==> src/dlclr_pkg.sv <==
// Package for the driver / launch / cable length register bank.
// Shared constants, field layouts and the serial-port state carrier.
package dlclr_pkg;

    localparam logic [6:0] ADDR_OUTPUT_DRIVER_CONTROL = 7'h01;
    localparam logic [6:0] ADDR_LAUNCH_AMPLITUDE_CONTROL = 7'h02;
    localparam logic [6:0] ADDR_CABLE_LENGTH_READOUT = 7'h06;

    localparam int SWING_MSB = 7;
    localparam int SWING_LSB = 6;
    localparam int OFFSET_MSB = 5;
    localparam int OFFSET_LSB = 4;
    localparam int DEEMPH_EN_BIT = 3;
    localparam int DEEMPH_LVL_MSB = 2;
    localparam int DEEMPH_LVL_LSB = 1;
    localparam int LAUNCH_BIT = 7;

    localparam logic [1:0] SWING_400MV = 2'h0;
    localparam logic [1:0] SWING_600MV = 2'h1;
    localparam logic [1:0] SWING_700MV = 2'h2;
    localparam logic [1:0] SWING_800MV = 2'h3;
    localparam logic [1:0] OFFSET_0V8 = 2'h0;
    localparam logic [1:0] OFFSET_1V0 = 2'h1;
    localparam logic [1:0] OFFSET_1V2 = 2'h2;
    localparam logic [1:0] OFFSET_SUPPLY_REF = 2'h3;
    localparam logic [1:0] DEEMPH_0DB = 2'h0;
    localparam logic [1:0] DEEMPH_3DB = 2'h1;
    localparam logic [1:0] DEEMPH_5DB = 2'h2;
    localparam logic [1:0] DEEMPH_7DB = 2'h3;

    // Reset values of the two writable registers (bit 0 of 01h reads zero)
    localparam logic [7:0] OUTPUT_DRIVER_RESET = 8'ha2;
    localparam logic [7:0] LAUNCH_AMPLITUDE_RESET = 8'h68;
    localparam logic [6:0] LAUNCH_RESERVED_VALUE = 7'h68;
    localparam logic [7:0] OUTPUT_DRIVER_WR_MASK = 8'hfe;

    localparam logic [7:0] CABLE_CODE_MAX = 8'hf7;
    localparam int FRAME_BITS = 16;
    localparam logic [15:0] READ_CMD_BIT = 16'h8000;

    typedef struct packed {
        logic [1:0] swing;
        logic [1:0] offset;
        logic deemph_en;
        logic [1:0] deemph_lvl;
        logic launch_atten;
    } dlclr_drv_cfg_t;

    typedef struct packed {
        logic [2:0] sck_sync;
        logic [1:0] ss_sync;
        logic [1:0] mosi_sync;
        logic ss_prev;
        logic [15:0] shift;
        logic miso;
        logic [7:0] out_drv;
        logic [7:0] launch;
        logic [7:0] cable_code;
        logic [4:0] bit_cnt;
    } dlclr_state_t;

endpackage

==> src/dlclr_regs.sv <==
// Serial register bank: output driver control, launch amplitude, cable length readout.
// Assumes a mode-0 serial host (sample on rising sck, shift on falling) and
// an adaptation engine on clk_sys_i that supplies the measured cable code.
// Function
// - Register 01h bits 7:6 hold swing, reset 10 meaning 700 mV.
// - Swing codes select 400, 600, 700 or 800 mV peak-to-peak.
// - Register 01h bits 5:4 hold offset, reset 10 meaning 1.2 V.
// - Offset codes below 11 step common mode 0.8 V to 1.2 V.
// - Offset code 11 references outputs to supply, about 1.35 V.
// - Register 01h bit 3 enables de-emphasis.
// - Register 01h bits 2:1 select de-emphasis of 0, 3, 5 or 7 dB.
// - De-emphasis codes ascend: 00 0 dB through 11 7 dB.
// - Register 02h bit 7 resets to 0, normal 800 mV launch.
// - Register 06h presents the 8-bit cable length code.
// - Cable length code never exceeds 247.
// - Cable code follows the equalizer continuously.
// - Writes take effect only when slave select rises after the frame.
`timescale 1ns/1ps
module dlclr_regs
    import dlclr_pkg::*;
(
    input wire logic clk_sys_i,
    input wire logic reset_i,
    input wire logic spi_sck_i,
    input wire logic spi_ss_n_i,
    input wire logic spi_mosi_i,
    output logic spi_miso_o,
    input wire logic [7:0] cable_length_code_i,
    output dlclr_drv_cfg_t drv_cfg_o,
    output logic [7:0] cable_length_code_o
);

    dlclr_state_t st_ff;
    dlclr_state_t nxt_st;
    dlclr_drv_cfg_t cfg_ff;
    dlclr_drv_cfg_t nxt_cfg;

    logic sck_rise;
    logic sck_fall;
    logic ss_rise;
    logic ss_low;
    logic [15:0] frame;
    logic [6:0] frm_addr;
    logic [7:0] read_data;

    always_comb
    begin
        sck_rise = st_ff.sck_sync[1] & ~st_ff.sck_sync[2];
        sck_fall = ~st_ff.sck_sync[1] & st_ff.sck_sync[2];
        ss_low = ~st_ff.ss_sync[1];
        ss_rise = st_ff.ss_sync[1] & ~st_ff.ss_prev;
        frame = st_ff.shift;
        frm_addr = frame[14:8];
        if (frm_addr == ADDR_OUTPUT_DRIVER_CONTROL)
        begin
            read_data = st_ff.out_drv;
        end
        else if (frm_addr == ADDR_LAUNCH_AMPLITUDE_CONTROL)
        begin
            read_data = st_ff.launch;
        end
        else if (frm_addr == ADDR_CABLE_LENGTH_READOUT)
        begin
            read_data = st_ff.cable_code;
        end
        else
        begin
            read_data = 8'h00;
        end
    end

    always_comb
    begin
        nxt_st = st_ff;
        // Sck sync is three deep: stage 0 is only read by stage 1
        nxt_st.sck_sync = {st_ff.sck_sync[1:0], spi_sck_i};
        nxt_st.ss_sync = {st_ff.ss_sync[0], spi_ss_n_i};
        nxt_st.mosi_sync = {st_ff.mosi_sync[0], spi_mosi_i};
        nxt_st.ss_prev = st_ff.ss_sync[1];

        // Saturate so an out-of-range adaptation result is never reported
        if (cable_length_code_i > CABLE_CODE_MAX)
        begin
            nxt_st.cable_code = CABLE_CODE_MAX;
        end
        else
        begin
            nxt_st.cable_code = cable_length_code_i;
        end

        if (ss_low)
        begin
            if (sck_rise)
            begin
                nxt_st.shift = {st_ff.shift[14:0], st_ff.mosi_sync[1]};
                if (st_ff.bit_cnt != 5'(FRAME_BITS))
                begin
                    nxt_st.bit_cnt = st_ff.bit_cnt + 5'h01;
                end
            end
            if (sck_fall)
            begin
                // Daisy chain: previous frame contents leave msb first
                nxt_st.miso = st_ff.shift[15];
            end
        end
        else
        begin
            nxt_st.bit_cnt = 5'h00;
        end

        if (ss_rise)
        begin
            // Latch only on slave select release after a full 16-bit frame
            if (st_ff.bit_cnt == 5'(FRAME_BITS))
            begin
                if ((frame & READ_CMD_BIT) != 16'h0000)
                begin
                    nxt_st.shift = {frame[15:8], read_data};
                end
                else if (frm_addr == ADDR_OUTPUT_DRIVER_CONTROL)
                begin
                    nxt_st.out_drv = frame[7:0] & OUTPUT_DRIVER_WR_MASK;
                end
                else if (frm_addr == ADDR_LAUNCH_AMPLITUDE_CONTROL)
                begin
                    nxt_st.launch = {frame[LAUNCH_BIT], LAUNCH_RESERVED_VALUE};
                end
                // Cable length register has no write path
            end
            nxt_st.miso = nxt_st.shift[15];
        end
        nxt_cfg.swing = st_ff.out_drv[SWING_MSB:SWING_LSB];
        nxt_cfg.offset = st_ff.out_drv[OFFSET_MSB:OFFSET_LSB];
        nxt_cfg.deemph_en = st_ff.out_drv[DEEMPH_EN_BIT];
        nxt_cfg.deemph_lvl = st_ff.out_drv[DEEMPH_LVL_MSB:DEEMPH_LVL_LSB];
        nxt_cfg.launch_atten = st_ff.launch[LAUNCH_BIT];
    end

    always_ff @(posedge clk_sys_i)
    begin
        if (reset_i)
        begin
            st_ff <= '0;
            st_ff.ss_sync <= 2'h3;
            st_ff.ss_prev <= 1'b1;
            st_ff.out_drv <= OUTPUT_DRIVER_RESET;
            st_ff.launch <= LAUNCH_AMPLITUDE_RESET;
            cfg_ff <= '0;
            cfg_ff.swing <= SWING_700MV;
            cfg_ff.offset <= OFFSET_1V2;
            cfg_ff.deemph_lvl <= DEEMPH_3DB;
        end
        else
        begin
            st_ff <= nxt_st;
            cfg_ff <= nxt_cfg;
        end
    end

    assign spi_miso_o = st_ff.miso;
    assign drv_cfg_o = cfg_ff;
    assign cable_length_code_o = st_ff.cable_code;

endmodule

==> config.mk <==
export PLATFORM = sky130hd
export DESIGN_NAME = dlclr_regs
export DESIGN_NICKNAME = d
export VERILOG_FILES = /design/src/dlclr_pkg.sv /design/src/dlclr_regs.sv
export SDC_FILE = /design/constraint.sdc
export NUM_CORES = 1
export LEC_CHECK = 0
export ABC_AREA = 1
export BUFFER_PORTS_ARGS = -buffer_cell sky130_fd_sc_hd__buf_2
export CAP_MARGIN = 20
export CELL_PAD_IN_SITES_DETAIL_PLACEMENT = 0
export CELL_PAD_IN_SITES_GLOBAL_PLACEMENT = 1
export CORE_ASPECT_RATIO = 0.6
export CORE_MARGIN = 4
export CORE_UTILIZATION = 40
export DETAILED_ROUTE_END_ITERATION = 10
export PLACE_DENSITY_LB_ADDON = 0.1
export SETUP_SLACK_MARGIN = 0.4
export SLEW_MARGIN = 10
export SYNTH_ARGS = -nofsm -noshare
export SYNTH_HDL_FRONTEND = slang
export SYNTH_SLANG_ARGS = --single-unit
==> constraint.sdc <==
create_clock -name clk_sys_i -period 1.7 [get_ports clk_sys_i]
set_clock_uncertainty 0.15 [all_clocks]
set_input_delay 0.17 -clock clk_sys_i [delete_from_list [all_inputs] [get_ports clk_sys_i]]
set_output_delay 0.17 -clock clk_sys_i [all_outputs]
set_load 0.02 [all_outputs]
Word-level counts from Yosys, hierarchy flattened

Index checks and enable logic that the tools add are counted.

Flip-flop bits (word level): 54
Latch bits: 0
Memory bits (writable): 0
Memory bits (read-only): 0
Bits of input ports: 13
Memories kept: 0

Add/subtract/negate cells: 1
Multipliers: 0
Div/mod/pow operators: 0
$lt $le $gt $ge: 1
Equality and inequality tests: 7
Shift operators: 0
Muxes and demuxes: 15
Bitwise operators: 8
Reduce and logical (&&, ||, !) cells: 7

Operator list:

| kind                                                                   | count |
|---|---|
| 16-bit 2-to-1 mux                                                      | 5 |
| 8-bit 2-to-1 mux                                                       | 7 |
| 33-bit 2-to-1 mux                                                      | 1 |
| 17-bit 2-to-1 mux                                                      | 1 |
| 8-bit > comparator (second input constant)                             | 1 |
| 7-bit by 1-bit equality test with 1-bit output (second input constant) | 1 |
| 7-bit by 2-bit equality test with 1-bit output (second input constant) | 1 |
| 7-bit by 3-bit equality test with 1-bit output (second input constant) | 1 |
| 5-bit by 1-bit adder with 5-bit output (second input constant)         | 1 |
| 5-bit equality test (second input constant)                            | 1 |
| 5-bit != test (second input constant)                                  | 1 |
| 1-bit NOT                                                              | 5 |
| 5-bit AND reduction                                                    | 1 |
| 2-bit AND reduction                                                    | 2 |
| 4-bit AND reduction                                                    | 1 |
| 2-bit OR reduction                                                     | 2 |
| 1-bit AND                                                              | 3 |
| 3-bit != test (second input constant)                                  | 1 |
| 2-bit by 1-bit != test with 1-bit output (second input constant)       | 1 |
| 2-bit nonzero test                                                     | 1 |
| 1-bit 2-to-1 mux                                                       | 1 |

Longest topological paths before layout

Depth after elaboration: 7
Gate-level depth with buffers: 9

Worst setup path after synthesis

OpenSTA, ideal clock, no wires.

Kind: register -> register
Start: reg st_ff[0] (netlist bit)
End: reg st_ff, in the netlist nxt_cfg[1]
Arrival: 1141 ps
Setup slack: 287 ps
Stages on the path, launching flop included: 10
Buffers on the path: 0
Clock period less this slack: 1413 ps
Path through: dfxtp_1 > inv_1 > ha_1 > nand2_1 > inv_1 > nand3_2 > nor2_4 > nand2_2 > nand2_1 > nand3_1

Longest elaborated chain between the ends: 2

RTL lines:

| element                       | RTL line          | text |
|---|---|---|
| from (decl)                   | dlclr_regs.sv:33  | `dlclr_state_t st_ff;` |
| from (signal assigned)        | dlclr_regs.sv:156 | `st_ff <= nxt_st;` |
| 5-bit equality test           | dlclr_regs.sv:115 | `if (st_ff.bit_cnt == 5'(FRAME_BITS))` |
| 4-bit AND reduction (no line) | --                |  |

Every way passes these cells.
A chain may end at the register's enable or synchronous reset.

Worst setup path after layout

Start: reg st_ff[1] (netlist bit)
End: reg st_ff, in the netlist nxt_cfg[5]

Same word-level chain as after synthesis.

==> impl_summary.md <==
Run status
The flow ran to the end, and the final reports show no timing, DRC or antenna violations.

Clock network
The total clock buffers created by CTS is 5. TritonCTS built the clock tree. No sink is reached through more buffers than the 2 on the longest clock path.

The H-tree generated during clock tree synthesis spans 2 levels. The clock root buffer master is sky130_fd_sc_hd__clkbuf_8. Clock-pin slew was measured on the worst setup and hold paths at 0.09 ns.

Counting every sink on the clock net gives 54. The clock latency on the worst-skew pair is 0.31 ns.

Global route
The total overflow left after global routing is 0. The initial antenna violation count is 0. The total routing usage reported by global routing is 0.1590.

The maximum number of pins on one net before global-route repair is 25. The number of global-route vias before repair is 1853. The wire length of the first global-routing pass is 8.804 mm.

Job
The total of max-cap violations is 0.

STA
The post-layout worst setup margin is 0.2241 ns. Setup repair after global routing could not meet its margin everywhere. The worst relative slew slack is 0.7670. The number of hold violations in the final report is 0. Setup violations remaining at the end of the flow were counted as 0. The clock period minus worst slack is 1.476 ns. The post-route worst hold slack is 0.1159 ns. The final worst-path cycle share is 0.8681.

The maximum clock frequency is 0.6776 GHz. For the final routed database, the setup TNS stands at 0 ns. The actual transition at the worst max-transition pin is 0.3482 ns. The final max-slew violation count is 0.

Worst setup path
Data on the critical path arrives at its endpoint at 1.52 ns. The worst reg2reg path depth is 9. The largest single stage delay on the critical path is 0.33 ns. STA puts the critical path data required time at 1.74 ns. The type of destination of the critical path is a register. The endpoint of the worst register-to-register path is nxt_cfg[5]. The sum of buffers and inverters on the critical path is 2. On the critical path the largest part of the delay comes from simple AND/OR/NAND/NOR gates. The maximum fanout along the worst path is 7. The category of the most critical setup path is register to register. The startpoint kind of the worst setup timing path is a register. Traced cell by cell, the critical path runs through inv_2 -> ha_4 -> nand2_4 -> inv_6 -> nand3_4 -> nor2_4 -> nand2_2 -> nand2_1 -> nand3_1. The start point of the critical path is st_ff[1]. The startpoint of the worst-slack reg-to-reg timing path is st_ff[1]. The slowest stage of the critical path is the sky130_fd_sc_hd__dfxtp_2 cell.

The setup check on the worst reg-to-reg path leaves a slack of 0.22 ns.

Worst hold path
The path class of the tightest hold or removal check is input pin to register. For hold timing, the worst endpoint is nxt_st[48]. The source of the worst hold timing path is reset_i. The cell depth of the worst min-delay path is 3.

Yosys
The net count of the mapped netlist is 335. Among all cell types in the netlist, the one instantiated most often is sky130_fd_sc_hd__nand2_1. The post-synthesis sequential area ratio is 0.4668. The number of synthesized flops with an enable pin is 0. The fraction of synthesized cell area taken by the top area cell type is 0.4668. In this run, distinct cell masters in the synthesized netlist total 24. The synthesis-stage register bit count is 54. The average cell area after synthesis is 7.237 um2.

Sorting the synthesized cells by area gives the leading types as sky130_fd_sc_hd__dfxtp_1, sky130_fd_sc_hd__nand2_1, sky130_fd_sc_hd__nor2_1, sky130_fd_sc_hd__nand3_1, sky130_fd_sc_hd__inv_1. The cell taking the most area after synthesis is sky130_fd_sc_hd__dfxtp_1. Counting flops with an async set or reset pin after synthesis yields a share of 0. Sorting the synthesized cells by how often they occur yields sky130_fd_sc_hd__nand2_1, sky130_fd_sc_hd__nor2_1, sky130_fd_sc_hd__dfxtp_1, sky130_fd_sc_hd__inv_1, sky130_fd_sc_hd__nand3_1.

Yosys printed 0 warnings. The cell area after synthesis is 2316 um2. The top flip-flop cell by instance count after synthesis is sky130_fd_sc_hd__dfxtp_1. The number of standard cells after synthesis is 320.

Power
Power spread over the standard cell area amounts to 839.6 nW/um2. Overall power consumption after layout is estimated at 2.489 mW. The cell leakage power is 1.289 nW. The worst-case IR drop observed on VDD is 395.8 uV.

Placed design
Summed over all nets, the half-perimeter wirelength after detailed placement is 3.643 mm. The placement-stage worst setup slack is 0.1924 ns. The number of cells in the design after placement is 419. Buffers placed on the I/O ports in this run total 29. Routability-driven placement finished with a final weighted congestion of 0.7967.

Layout
At the end of the flow, the number of nets in the layout was 381. Fill cells in the final layout number 549. Of the cells placed in the final design, the portion with a size suffix greater than 1 is 0.2616. The count of non-filler cells in the finished layout is 447. The number of inserted diodes is 0. The layout overhead on the synthesized area is 27.98%.

The footprint of the flip-flops and latches is 1085 um2. The multi-input combinational cells in the finished layout cover a total of 1091 um2.

Die
The floorplan step set the die height to 66.94 um. The die covers 7111 um2. The initial core utilization is 0.4138. The placeable core area is 5597 um2. The initialized floorplan defines 21 standard-cell rows. The width of the die is 106.2 um. 30 I/O pins were placed.

Detailed routing
In the final routed layout, each cell accounts on average for 12.15 um. Dividing the detail-routed via count by the number of cells gives 4.452. For this run, design rule violations remaining after detail routing come to 0.

The first detailed-routing pass took 4 iterations. After the first detailed-routing iteration, the DRC count stood at 60. Summing over every cut layer, the via total after detailed routing is 1990.

The total routed wirelength is 5.433 mm. In this run the remaining antenna-violating nets after routing total 0.
[final cells by class]
cell class / instances / area share
multi-input cells: 209 / 0.3681
flip-flops and latches: 54 / 0.3660
repair buffers: 55 / 0.1296
inverters: 41 / 0.05445
well taps: 80 / 0.03377
clock buffers: 6 / 0.02786
clock inverters: 2 / 0.02026
[repair_timing]
item,CTS,global route
cloned,0,1
hold buffers,11,0
gates resized for setup,13,19
endpoints found under the setup margin,21,33
buffers inserted,5,3
hold endpoints to repair,11,0
pin swaps,9,12
[through the flow]
stage                 util  instance area (um2)
CTS                 0.5140                 2877
detailed placement  0.4547                 2545
global placement    0.4547                 2545
floorplan                -                 2341
global route        0.5296                 2964
finish              0.5296                 2964
[layout by cell type (no fill, tap or decap), drive strengths merged, types with 2 or more instances in the layout]
cell,n
dfxtp,54
a21oi,14
bufinv,2
nand4,2
nand2,70
o21ai,9
clkbuf,6
buf,44
xnor2,2
nand3,37
dlygate4sd3,11
inv,41
nor2,64
or2,5
ha,2
[layer usage]
layer / part of all wire / GRT usage / up-vias
met5: 0 / 0 / -
met3: 0.056 / 0.04937 / 9
li1: - / - / 1072
met1: 0.55 / 0.2208 / 867
met2: 0.38 / 0.2326 / 42
met4: 0.014 / 0.05331 / 0
[how the worst max path moves through the flow]
stage,endpoint,slack (ns),cells past startpoint
after floorplan,nxt_cfg[1],0.35,9
after CTS,frame[7],0.22,9
after global routing,nxt_cfg[1],0.10,9
after detailed placement,frame[7],0.19,9
final,nxt_cfg[5],0.22,9
after global placement,nxt_cfg[4],0.18,7
[state kept, by name, indices dropped and copies added (netlist names)]
register             flops
spi_miso_o               1
st_ff                    8
cable_length_code_o      8
nxt_cfg                  8
nxt_st                   5
drv_cfg_o                8
frame                   16
[worst register-to-register path: stages (launching register included)]
cell and delay (ns):
sky130_fd_sc_hd__dfxtp_2 0.33, sky130_fd_sc_hd__inv_2 0.07, sky130_fd_sc_hd__ha_4 0.14, sky130_fd_sc_hd__nand2_4 0.06
sky130_fd_sc_hd__inv_6 0.08, sky130_fd_sc_hd__nand3_4 0.08, sky130_fd_sc_hd__nor2_4 0.21, sky130_fd_sc_hd__nand2_2 0.10
sky130_fd_sc_hd__nand2_1 0.09, sky130_fd_sc_hd__nand3_1 0.06
[logic make-up (layout without fill, tap and decap cells)]
logic type,after synthesis,in the layout,share of synthesized area
AO/OA/AOI/OAI,25,25,0.05619
AND/OR/NAND/NOR,179,179,0.3458
adder cells (fa/ha/maj),2,2,0.01080
buffers and inverters,57,104,0.1091
XOR/XNOR,3,3,0.01135
flip-flops,54,54,0.4668
[where the power goes]
| group | switching, mW | internal [mW] | total (mW) |
|---|---|---|---|
| clock network | 0.417 | 0.628 | 1.04 |
| registers | 0.0119 | 1.29 | 1.30 |
| logic | 0.0841 | 0.0624 | 0.146 |
No activity file was read; power rests on OpenSTA's default activity.
